===== src/verilog/serial_lane_pkg.sv =====
// constants, types and helpers for the serial lane crossbar and status block
package serial_lane_pkg;

  // geometry
  localparam int LANES      = 8;
  localparam int SRC_W      = 3;
  localparam int MAP_REGS   = 4;
  localparam int APB_AW     = 12;
  localparam int APB_DW     = 32;
  localparam int IDX_W      = 10;
  localparam int IDX_LSB    = 2;
  localparam int REG_W      = 8;

  // register indices, byte address is four times the index
  localparam logic [IDX_W-1:0] IDX_LANE_MAP_0_1  = 10'h308;
  localparam logic [IDX_W-1:0] IDX_LANE_MAP_2_3  = 10'h309;
  localparam logic [IDX_W-1:0] IDX_LANE_MAP_4_5  = 10'h30A;
  localparam logic [IDX_W-1:0] IDX_LANE_MAP_6_7  = 10'h30B;
  localparam logic [IDX_W-1:0] IDX_FIFO_FULL     = 10'h30C;
  localparam logic [IDX_W-1:0] IDX_FIFO_EMPTY    = 10'h30D;
  localparam logic [IDX_W-1:0] IDX_SYNC_CFG      = 10'h312;
  localparam logic [IDX_W-1:0] IDX_PHY_SETUP     = 10'h314;
  localparam logic [IDX_W-1:0] IDX_PRBS_EN       = 10'h315;
  localparam logic [IDX_W-1:0] IDX_PRBS_CTRL     = 10'h316;
  localparam logic [IDX_W-1:0] IDX_IRQ_STATUS    = 10'h320;
  localparam logic [IDX_W-1:0] IDX_IRQ_MASK      = 10'h321;

  // field positions
  localparam int EVEN_SRC_LSB  = 0;
  localparam int ODD_SRC_LSB   = 3;
  localparam int SYNC_LEN_LSB  = 4;
  localparam int SYNC_LEN_W    = 2;
  localparam int PRBS_CTRL_W   = 7;
  localparam int IRQ_W         = 3;
  localparam int IRQ_SYNC      = 0;
  localparam int IRQ_FULL      = 1;
  localparam int IRQ_EMPTY     = 2;

  // reset values: identity crossbar, lane n reads physical input n
  localparam logic [REG_W-1:0] MAP_0_1_RST   = 8'h08;
  localparam logic [REG_W-1:0] MAP_2_3_RST   = 8'h1A;
  localparam logic [REG_W-1:0] MAP_4_5_RST   = 8'h2C;
  localparam logic [REG_W-1:0] MAP_6_7_RST   = 8'h3E;
  localparam logic [SYNC_LEN_W-1:0] SYNC_LEN_RST = 2'h1;
  localparam logic [REG_W-1:0] PHY_SETUP_RST = 8'h00;
  localparam logic [REG_W-1:0] PRBS_EN_RST   = 8'h00;
  localparam logic [PRBS_CTRL_W-1:0] PRBS_CTRL_RST = 7'h00;
  localparam logic [IRQ_W-1:0] IRQ_RST       = 3'h0;

  // sync error length codes and their cycle counts
  localparam logic [SYNC_LEN_W-1:0] SYNC_LEN_HALF = 2'h0;
  localparam logic [SYNC_LEN_W-1:0] SYNC_LEN_ONE  = 2'h1;
  localparam logic [SYNC_LEN_W-1:0] SYNC_CYC_ONE  = 2'h1;
  localparam logic [SYNC_LEN_W-1:0] SYNC_CYC_TWO  = 2'h2;

  typedef logic [MAP_REGS-1:0][REG_W-1:0] lane_map_t;

  // per logical lane error indications from the decoders
  typedef struct packed {
    logic [LANES-1:0] disparity;
    logic [LANES-1:0] not_in_table;
    logic [LANES-1:0] unexp_ctrl;
  } lane_err_t;

  typedef enum logic {
    SYNC_IDLE,
    SYNC_LOW
  } sync_state_t;

  // source field of a logical lane
  function automatic logic [SRC_W-1:0] lane_src(input lane_map_t m, input int lane);
    logic [REG_W-1:0] r;
    r = m[lane / 2];
    if ((lane % 2) == 1) begin
      lane_src = r[ODD_SRC_LSB +: SRC_W];
    end else begin
      lane_src = r[EVEN_SRC_LSB +: SRC_W];
    end
  endfunction

  // low time in clock cycles; half a cycle cannot be made, one is the least
  function automatic logic [SYNC_LEN_W-1:0] pulse_cycles(input logic [SYNC_LEN_W-1:0] code);
    if (code == SYNC_LEN_HALF || code == SYNC_LEN_ONE) begin
      pulse_cycles = SYNC_CYC_ONE;
    end else begin
      pulse_cycles = SYNC_CYC_TWO;
    end
  endfunction

endpackage


===== src/verilog/lane_fifo.sv =====
// receive fifo for one logical lane with live full and empty flags
`timescale 1ns/1ps
`default_nettype none
module lane_fifo #(
  parameter int DATA_W = 32,
  parameter int ADDR_W = 2
) (
  // clock and reset
  input  wire logic              mclk_in,
  input  wire logic              arst_n_in,
  // write side
  input  wire logic              wr_en_in,
  input  wire logic [DATA_W-1:0] wr_data_in,
  // read side
  input  wire logic              rd_en_in,
  output logic      [DATA_W-1:0] rd_data_out,
  output logic                   rd_valid_out,
  // flags
  output logic                   full_out,
  output logic                   empty_out
);

  typedef struct packed {
    logic [ADDR_W:0]   wr_ptr;
    logic [ADDR_W:0]   rd_ptr;
    logic [DATA_W-1:0] rd_data;
    logic              rd_valid;
    logic              full;
    logic              empty;
  } fifo_state_t;

  fifo_state_t      st_ff;
  fifo_state_t      nxt_st;
  logic [DATA_W-1:0] mem [2**ADDR_W];
  logic             do_wr;
  logic             do_rd;

  // writes into a full fifo are dropped, reads from empty do nothing
  assign do_wr = wr_en_in && !st_ff.full;
  assign do_rd = rd_en_in && !st_ff.empty;

  always_comb begin
    logic [ADDR_W:0] wp;
    logic [ADDR_W:0] rp;
    wp = st_ff.wr_ptr + (ADDR_W+1)'(do_wr);
    rp = st_ff.rd_ptr + (ADDR_W+1)'(do_rd);
    nxt_st          = st_ff;
    nxt_st.wr_ptr   = wp;
    nxt_st.rd_ptr   = rp;
    nxt_st.rd_valid = do_rd;
    if (do_rd) begin
      nxt_st.rd_data = mem[st_ff.rd_ptr[ADDR_W-1:0]];
    end
    nxt_st.empty = (wp == rp);
    nxt_st.full  = (wp[ADDR_W] != rp[ADDR_W]) && (wp[ADDR_W-1:0] == rp[ADDR_W-1:0]);
  end

  always_ff @(posedge mclk_in or negedge arst_n_in) begin
    if (!arst_n_in) begin
      st_ff <= '{wr_ptr: '0, rd_ptr: '0, rd_data: '0, rd_valid: 1'b0,
                 full: 1'b0, empty: 1'b1};
    end else begin
      st_ff <= nxt_st;
    end
  end

  always_ff @(posedge mclk_in) begin
    if (do_wr) begin
      mem[st_ff.wr_ptr[ADDR_W-1:0]] <= wr_data_in;
    end
  end

  assign rd_data_out  = st_ff.rd_data;
  assign rd_valid_out = st_ff.rd_valid;
  assign full_out     = st_ff.full;
  assign empty_out    = st_ff.empty;

endmodule
`default_nettype wire


===== src/verilog/serial_lane_crossbar_status.sv =====
// lane crossbar, lane fifo flags, sync error pulse and phy setup registers
`timescale 1ns/1ps
`default_nettype none

// Functional notes
// - each logical lane reads its selected physical input
// - source selects reset to identity mapping
// - full flag vector, bit per logical lane
// - empty flag vector, bit per logical lane
// - multiframe end after errors raises sync error
// - prbs test runs only on enabled lanes
// - lanes zero and one mapped likewise, identity reset
module serial_lane_crossbar_status #(
  parameter int LANE_DATA_W = 32,
  parameter int FIFO_ADDR_W = 2
) (
  // clock and reset
  input  wire logic                                   mclk_in,
  input  wire logic                                   arst_n_in,
  // apb slave
  input  wire logic                                   psel_in,
  input  wire logic                                   penable_in,
  input  wire logic                                   pwrite_in,
  input  wire logic [serial_lane_pkg::APB_AW-1:0]     paddr_in,
  input  wire logic [serial_lane_pkg::APB_DW-1:0]     pwdata_in,
  output logic      [serial_lane_pkg::APB_DW-1:0]     prdata_out,
  output logic                                        pready_out,
  output logic                                        pslverr_out,
  // physical serial inputs, deserialised
  input  wire logic [serial_lane_pkg::LANES-1:0][LANE_DATA_W-1:0] serial_input_pair_in,
  input  wire logic [serial_lane_pkg::LANES-1:0]      serial_input_valid_in,
  // decoder errors per logical lane and multiframe end strobe
  input  wire serial_lane_pkg::lane_err_t             lane_err_in,
  input  wire logic                                   multiframe_end_in,
  // logical lane read side
  input  wire logic [serial_lane_pkg::LANES-1:0]      lane_rd_en_in,
  output logic [serial_lane_pkg::LANES-1:0][LANE_DATA_W-1:0] lane_data_out,
  output logic [serial_lane_pkg::LANES-1:0]           lane_valid_out,
  // sync outputs, active low
  output logic                                        sync_output_a_n_out,
  output logic                                        sync_output_b_n_out,
  // phy configuration
  output logic [serial_lane_pkg::REG_W-1:0]           phy_setup_value_out,
  output logic [serial_lane_pkg::LANES-1:0]           prbs_lane_enables_out,
  // interrupt
  output logic                                        irq_out
);

  typedef struct packed {
    serial_lane_pkg::lane_map_t                        lane_map;
    logic [serial_lane_pkg::SYNC_LEN_W-1:0]            sync_len;
    logic [serial_lane_pkg::REG_W-1:0]                 phy_setup;
    logic [serial_lane_pkg::REG_W-1:0]                 prbs_en;
    logic [serial_lane_pkg::PRBS_CTRL_W-1:0]           prbs_ctrl;
    logic [serial_lane_pkg::IRQ_W-1:0]                 irq_status;
    logic [serial_lane_pkg::IRQ_W-1:0]                 irq_mask;
    logic                                              irq;
    logic                                              err_seen;
    serial_lane_pkg::sync_state_t                      sync_state;
    logic [serial_lane_pkg::SYNC_LEN_W-1:0]            sync_cnt;
    logic                                              sync_n;
    logic                                              pready;
    logic                                              pslverr;
    logic [serial_lane_pkg::APB_DW-1:0]                prdata;
    logic [serial_lane_pkg::LANES-1:0]                 full_q;
    logic [serial_lane_pkg::LANES-1:0]                 empty_q;
  } top_state_t;

  top_state_t                                          st_ff;
  top_state_t                                          nxt_st;
  logic [serial_lane_pkg::LANES-1:0][LANE_DATA_W-1:0]  xbar_data;
  logic [serial_lane_pkg::LANES-1:0]                   xbar_valid;
  logic [serial_lane_pkg::LANES-1:0]                   fifo_full;
  logic [serial_lane_pkg::LANES-1:0]                   fifo_empty;

  // crossbar: logical lane l takes the physical input its field names
  always_comb begin
    for (int l = 0; l < serial_lane_pkg::LANES; l++) begin
      xbar_data[l]  = serial_input_pair_in[serial_lane_pkg::lane_src(st_ff.lane_map, l)];
      xbar_valid[l] = serial_input_valid_in[serial_lane_pkg::lane_src(st_ff.lane_map, l)];
    end
  end

  for (genvar g = 0; g < serial_lane_pkg::LANES; g++) begin : g_lane
    lane_fifo #(
      .DATA_W (LANE_DATA_W),
      .ADDR_W (FIFO_ADDR_W)
    ) u_fifo (
      .mclk_in      (mclk_in),
      .arst_n_in    (arst_n_in),
      .wr_en_in     (xbar_valid[g]),
      .wr_data_in   (xbar_data[g]),
      .rd_en_in     (lane_rd_en_in[g]),
      .rd_data_out  (lane_data_out[g]),
      .rd_valid_out (lane_valid_out[g]),
      .full_out     (fifo_full[g]),
      .empty_out    (fifo_empty[g])
    );
  end

  always_comb begin
    logic                                   access;
    logic                                   wr_hit;
    logic [serial_lane_pkg::IDX_W-1:0]      idx;
    logic [serial_lane_pkg::APB_DW-1:0]     rdata;
    logic                                   hit;
    logic                                   any_err;
    logic [serial_lane_pkg::IRQ_W-1:0]      events;
    logic [serial_lane_pkg::IRQ_W-1:0]      clr;
    logic [serial_lane_pkg::IRQ_W-1:0]      new_mask;
    access   = 1'b0;
    wr_hit   = 1'b0;
    idx      = paddr_in[serial_lane_pkg::IDX_LSB +: serial_lane_pkg::IDX_W];
    rdata    = '0;
    hit      = 1'b1;
    any_err  = 1'b0;
    events   = '0;
    clr      = '0;
    new_mask = st_ff.irq_mask;
    nxt_st   = st_ff;

    // read mux, reserved and upper bits read zero
    case (idx)
      serial_lane_pkg::IDX_LANE_MAP_0_1: rdata[5:0] = st_ff.lane_map[0][5:0];
      serial_lane_pkg::IDX_LANE_MAP_2_3: rdata[5:0] = st_ff.lane_map[1][5:0];
      serial_lane_pkg::IDX_LANE_MAP_4_5: rdata[5:0] = st_ff.lane_map[2][5:0];
      serial_lane_pkg::IDX_LANE_MAP_6_7: rdata[5:0] = st_ff.lane_map[3][5:0];
      serial_lane_pkg::IDX_FIFO_FULL:    rdata[7:0] = fifo_full;
      serial_lane_pkg::IDX_FIFO_EMPTY:   rdata[7:0] = fifo_empty;
      serial_lane_pkg::IDX_SYNC_CFG:
        rdata[serial_lane_pkg::SYNC_LEN_LSB +: serial_lane_pkg::SYNC_LEN_W] = st_ff.sync_len;
      serial_lane_pkg::IDX_PHY_SETUP:    rdata[7:0] = st_ff.phy_setup;
      serial_lane_pkg::IDX_PRBS_EN:      rdata[7:0] = st_ff.prbs_en;
      serial_lane_pkg::IDX_PRBS_CTRL:    rdata[6:0] = st_ff.prbs_ctrl;
      serial_lane_pkg::IDX_IRQ_STATUS:   rdata[2:0] = st_ff.irq_status;
      serial_lane_pkg::IDX_IRQ_MASK:     rdata[2:0] = st_ff.irq_mask;
      default:                           hit = 1'b0;
    endcase

    // apb: answer registered in the cycle after setup
    if (psel_in && !penable_in) begin
      nxt_st.pready  = 1'b1;
      nxt_st.prdata  = pwrite_in ? '0 : rdata;
      nxt_st.pslverr = !hit;
    end else if (psel_in && penable_in && st_ff.pready) begin
      access         = 1'b1;
      nxt_st.pready  = 1'b0;
      nxt_st.pslverr = 1'b0;
      nxt_st.prdata  = '0;
    end else begin
      nxt_st.pready  = 1'b0;
      nxt_st.pslverr = 1'b0;
    end
    wr_hit = access && pwrite_in;

    // register writes; flag registers have no write path
    if (wr_hit) begin
      case (idx)
        serial_lane_pkg::IDX_LANE_MAP_0_1: nxt_st.lane_map[0] = {2'h0, pwdata_in[5:0]};
        serial_lane_pkg::IDX_LANE_MAP_2_3: nxt_st.lane_map[1] = {2'h0, pwdata_in[5:0]};
        serial_lane_pkg::IDX_LANE_MAP_4_5: nxt_st.lane_map[2] = {2'h0, pwdata_in[5:0]};
        serial_lane_pkg::IDX_LANE_MAP_6_7: nxt_st.lane_map[3] = {2'h0, pwdata_in[5:0]};
        serial_lane_pkg::IDX_SYNC_CFG:
          nxt_st.sync_len =
            pwdata_in[serial_lane_pkg::SYNC_LEN_LSB +: serial_lane_pkg::SYNC_LEN_W];
        serial_lane_pkg::IDX_PHY_SETUP:    nxt_st.phy_setup = pwdata_in[7:0];
        serial_lane_pkg::IDX_PRBS_EN:      nxt_st.prbs_en   = pwdata_in[7:0];
        serial_lane_pkg::IDX_PRBS_CTRL:    nxt_st.prbs_ctrl = pwdata_in[6:0];
        serial_lane_pkg::IDX_IRQ_STATUS:   clr = pwdata_in[2:0];
        serial_lane_pkg::IDX_IRQ_MASK:     new_mask = pwdata_in[2:0];
        default:                           clr = '0;
      endcase
    end

    // errors collected over the multiframe, end cycle included
    any_err = |lane_err_in.disparity || |lane_err_in.not_in_table ||
              |lane_err_in.unexp_ctrl;
    if (multiframe_end_in) begin
      nxt_st.err_seen = 1'b0;
    end else begin
      nxt_st.err_seen = st_ff.err_seen || any_err;
    end

    // sync error pulse on both outputs
    case (st_ff.sync_state)
      serial_lane_pkg::SYNC_IDLE: begin
        nxt_st.sync_n = 1'b1;
        if (multiframe_end_in && (st_ff.err_seen || any_err)) begin
          nxt_st.sync_state = serial_lane_pkg::SYNC_LOW;
          nxt_st.sync_n     = 1'b0;
          nxt_st.sync_cnt   = serial_lane_pkg::pulse_cycles(st_ff.sync_len) - 2'h1;
          events[serial_lane_pkg::IRQ_SYNC] = 1'b1;
        end
      end
      serial_lane_pkg::SYNC_LOW: begin
        if (st_ff.sync_cnt == '0) begin
          nxt_st.sync_state = serial_lane_pkg::SYNC_IDLE;
          nxt_st.sync_n     = 1'b1;
        end else begin
          nxt_st.sync_cnt   = st_ff.sync_cnt - 2'h1;
          nxt_st.sync_n     = 1'b0;
        end
      end
      default: begin
        nxt_st.sync_state = serial_lane_pkg::SYNC_IDLE;
        nxt_st.sync_n     = 1'b1;
      end
    endcase

    // fifo fault events on a lane going full or empty
    nxt_st.full_q  = fifo_full;
    nxt_st.empty_q = fifo_empty;
    events[serial_lane_pkg::IRQ_FULL]  = |(fifo_full & ~st_ff.full_q);
    events[serial_lane_pkg::IRQ_EMPTY] = |(fifo_empty & ~st_ff.empty_q);

    // sticky status, set beats write-one clear
    nxt_st.irq_status = (st_ff.irq_status & ~clr) | events;
    nxt_st.irq_mask   = new_mask;
    nxt_st.irq        = |(nxt_st.irq_status & new_mask);
  end

  always_ff @(posedge mclk_in or negedge arst_n_in) begin
    if (!arst_n_in) begin
      st_ff.lane_map   <= {serial_lane_pkg::MAP_6_7_RST, serial_lane_pkg::MAP_4_5_RST,
                           serial_lane_pkg::MAP_2_3_RST, serial_lane_pkg::MAP_0_1_RST};
      st_ff.sync_len   <= serial_lane_pkg::SYNC_LEN_RST;
      st_ff.phy_setup  <= serial_lane_pkg::PHY_SETUP_RST;
      st_ff.prbs_en    <= serial_lane_pkg::PRBS_EN_RST;
      st_ff.prbs_ctrl  <= serial_lane_pkg::PRBS_CTRL_RST;
      st_ff.irq_status <= serial_lane_pkg::IRQ_RST;
      st_ff.irq_mask   <= serial_lane_pkg::IRQ_RST;
      st_ff.irq        <= 1'b0;
      st_ff.err_seen   <= 1'b0;
      st_ff.sync_state <= serial_lane_pkg::SYNC_IDLE;
      st_ff.sync_cnt   <= '0;
      st_ff.sync_n     <= 1'b1;
      st_ff.pready     <= 1'b0;
      st_ff.pslverr    <= 1'b0;
      st_ff.prdata     <= '0;
      st_ff.full_q     <= '0;
      st_ff.empty_q    <= '1;
    end else begin
      st_ff <= nxt_st;
    end
  end

  assign prdata_out            = st_ff.prdata;
  assign pready_out            = st_ff.pready;
  assign pslverr_out           = st_ff.pslverr;
  assign sync_output_a_n_out   = st_ff.sync_n;
  assign sync_output_b_n_out   = st_ff.sync_n;
  assign phy_setup_value_out   = st_ff.phy_setup;
  assign prbs_lane_enables_out = st_ff.prbs_en;
  assign irq_out               = st_ff.irq;

endmodule
`default_nettype wire


===== config.mk =====
export PLATFORM = sky130hd
export DESIGN_NAME = serial_lane_crossbar_status
export DESIGN_NICKNAME = d
export VERILOG_FILES = /design/src/verilog/serial_lane_pkg.sv /design/src/verilog/lane_fifo.sv /design/src/verilog/serial_lane_crossbar_status.sv
export SDC_FILE = /design/constraint.sdc
export NUM_CORES = 2
export LEC_CHECK = 0
export BUFFER_PORTS_ARGS = -buffer_cell sky130_fd_sc_hd__buf_2
export CORE_MARGIN = 4
export CORE_UTILIZATION = 45
export CTS_BUF_LIST = sky130_fd_sc_hd__clkbuf_4
export DETAILED_ROUTE_END_ITERATION = 6
export PLACE_DENSITY_LB_ADDON = 0.05
export SYNTH_ARGS = -nofsm -noshare
export SYNTH_HDL_FRONTEND = slang
export SYNTH_SLANG_ARGS = --single-unit

===== constraint.sdc =====
create_clock -name mclk_in -period 6.5 [get_ports mclk_in]
set_clock_uncertainty 0.15 [all_clocks]
set_input_delay 0.325 -clock mclk_in [delete_from_list [all_inputs] [get_ports mclk_in]]
set_output_delay 0.325 -clock mclk_in [all_outputs]
set_load 0.01 [all_outputs]

==> run metrics <==
outcome=completed; sequential area share after synthesis=0.5790; 1st-pass router iterations=5; Synth warnings=0; vias in the first global route=approximately 45000; dpl hpwl=161800 um; Slew Limit Headroom=0.2514; internal power=20.96 mW; Filler cells=12629; Critical Path Start Type=register; Worst Tran Pin Value=about 1.1 ns; htree depth=5; Setup Viol. Count Final=0; area occupied by multi-input gates=~0.027 mm2; Async S/R FF share, synth=0.2884; worst setup path class=register to register; # rows=145; Max Buffers Root-to-Sink=4; max_cap viols=0; detailed-route DRC error count=0; setup tns final=0 ns; final hold vios=0; ANT nets after route=0; FF+latch area=0.04125 mm2; CTS tree=built; Hold Crit Class=input pin to register; grt ovf=0; met3 wire length=22710 um; Synth Register Bits=~1400; clock share of power=0.272; Avg Vias per Cell=6.031; violation count after the first detailed-route iteration=4259; fin crit period=4.662 ns; Synth cell types=60; data required time of the worst path=7.60 ns; Sw Share=0.3168; # resized after CTS=0; die height=405.5 um; WP data arrival=5.77 ns; Lkg Pwr=30.40 nW; number of slew-limit violations in the final report=0; total CTS buffers=400; Die Width=405.5 um; Synth Instances=3723; Main synth FF type=edfxtp_1; final net count=~5300; Starting Density=0.4542; Mapped Area=0.07111 mm2; Tcrit/Tclk final=0.7173; first-pass GRT wire length=339400 um; Clk Latency, worst-skew pair=around 1.3 ns; Overall Power=30.68 mW; Post-synth EDFFs=1024; uppermost routed layer=met5; placer's final routability congestion estimate=around 0.84; die area=between 0.15 and 0.2 mm2; vias=43951; post-synthesis area per instance=~19 um2; Area growth syn-to-layout=20.48%; Worst setup EP type=register; Core Region=approximately 0.16 mm2; PortBufs=612; clock slew at reported path FFs=~0.07 ns; Metal-1 WL=95360 um; pwr dens=358.1 mW/mm2; Hold-fix buffers, CTS=597; layout cells sized above 1=0.5372; combinational share of power=0.285; largest net degree at the start of global routing=roughly 130; sequential fraction of design power=0.443; fmax=214.5 MHz; routed length per instance=33.03 um; num ports=663; sw power=9.720 mW; initial antenna violation count=57; post-CTS setup buffers=0; CTS root buf=clkbuf_4; clk sinks=1439; RSZ-0062 raised after global routing=false; Peak VDD IR=0.2217 mV; Max Fanout on Critical Path=36; Tot GR Track Use=0.2931; met2 wire length=113000 um; Detailed Route WL=roughly 240000 um
-- cell usage in the layout, fill, tap and decap left out, drive strengths merged, types with 5 or more instances in the layout --
cell type and n:
mux2 555, a22oi 9, mux2i 18, buf 691, clkbuf 619, nor2 44
clkinv 90, xor2 8, edfxtp 1024, nand3 8, conb 24, ha 33
diode 41, nor4 22, dfstp 30, o21ai 29, inv 44, nand2 50
bufinv 5, nor2b 20, o22ai 11, dfrtp 385, dlygate4sd3 596, nand4 7
xnor2 32, mux4 789
-- state kept, by name (all words and copies together) (netlist names), 8 cells and up --
| register | count |
|---|---|
| g_lane.u_fifo.mem | 1024 |
| g_lane.u_fifo.rd_valid_out | 8 |
| g_lane.u_fifo.rd_data_out | 256 |
| g_lane.u_fifo.st_ff | 48 |
| g_lane.u_fifo.empty_out | 8 |
| prbs_lane_enables_out | 8 |
| phy_setup_value_out | 8 |
| g_lane.u_fifo.full_out | 8 |
| st_ff | 59 |
| prdata_out | 8 |
-- synth_stat cells (8+ instances only) --
cell type,number,area [um2]
buf_4,314,2357
ha_1,33,412.9
nor2b_1,20,125.1
buf_2,94,470.5
dfstp_2,30,788.3
nand2_1,50,187.7
buf_1,19,71.32
nor2_1,41,153.9
o21ai_0,28,140.1
inv_1,40,150.1
clkbuf_1,136,510.5
o22ai_1,11,68.82
mux2_2,554,6238
mux2i_1,18,180.2
edfxtp_1,1024,30750
a22oi_1,9,67.56
nor4_1,22,137.6
mux4_2,789,17770
xor2_1,8,70.07
xnor2_1,32,280.3
dfrtp_1,385,9634
-- area by class of cell --
cell class | count | share of cell area
Timing Repair Buffer | 1287 | 0.1131
Sequential cell | 1439 | 0.4815
Inverter | 40 | 0.001753
Tap cell | 2058 | 0.03006
Multi-Input combinational cell | 1703 | 0.3119
Clock inverter | 100 | 0.006236
Clock buffer | 619 | 0.05424
Antenna cell | 41 | 0.001198
-- power groups by stage --
stage	Clock (mW)	Sequential, mW	Combinational [mW]
after floorplan	0	13.1	6.60
after global placement	0	13.7	8.52
after detailed placement	0	13.8	8.57
after CTS	8.60	13.6	8.90
after global routing	9.15	13.8	9.34
final	8.36	13.6	8.74
-- path summary, 6_finish.rpt --
check,start,end,slack [ns],cells past startpoint
min in group asynchronous,arst_n_in,g_lane[1].u_fifo.rd_data_out[7],0.47,5
worst min register to register,g_lane[6].u_fifo.full_out,st_ff[14],0.24,0
max in group asynchronous,arst_n_in,g_lane[4].u_fifo.st_ff[35],4.47,6
worst min-delay path,serial_input_pair_in[22],g_lane[4].u_fifo.mem[2][22],0.17,4
worst max register to register,st_ff[87],g_lane[0].u_fifo.full_out,1.84,10
worst max-delay path,st_ff[87],g_lane[0].u_fifo.full_out,1.84,10
-- routing by layer --
layer  track usage  vias to the layer above
met1        0.4023                    23561
met5             0                        -
met3       0.07530                      397
li1              -                    17701
met4        0.1149                       20
met2        0.4524                     2272
-- stage by stage --
stage / instance area [um2] / instances / worst slack (ns) / util / hold slack (ns)
2_1_floorplan: 71190 / 3746 / 1.513 / - / -0.1206
3_3_place_gp: 74390 / 5930 / 2.908 / 0.4751 / 0.1989
3_5_place_dp: 74390 / 5930 / 2.903 / 0.4751 / 0.2015
4_1_cts: 85560 / 7246 / 1.840 / 0.5465 / 0.0002922
5_1_grt: 85600 / 7261 / 1.658 / 0.5467 / 0.04776
6_report: 85670 / 7287 / 1.838 / 0.5472 / 0.1705
-- worst max-delay path, cell delays in order, from the launching register on --
cell,delay [ns]
dfrtp_4,0.94
mux4_2,0.58
dlygate4sd3_1,0.57
mux2i_1,0.59
dlygate4sd3_1,0.70
nor2_1,0.07
ha_1,0.21
ha_1,0.18
xor2_1,0.25
xnor2_1,0.16
nor2b_1,0.16
-- kinds of logic (layout without fill, tap and decap cells) --
family	count (synthesis)	in the layout	synth area share
other cells	1	65	0.00005274
mux	1362	1362	0.3404
fa+ha+maj	33	33	0.005807
simple gates	172	172	0.01297
flops	1439	1439	0.5790
compound gates	72	72	0.006634
xor+xnor	40	40	0.004927
buf+inv	604	2046	0.05022
No activity file was read; power rests on OpenSTA's default activity.
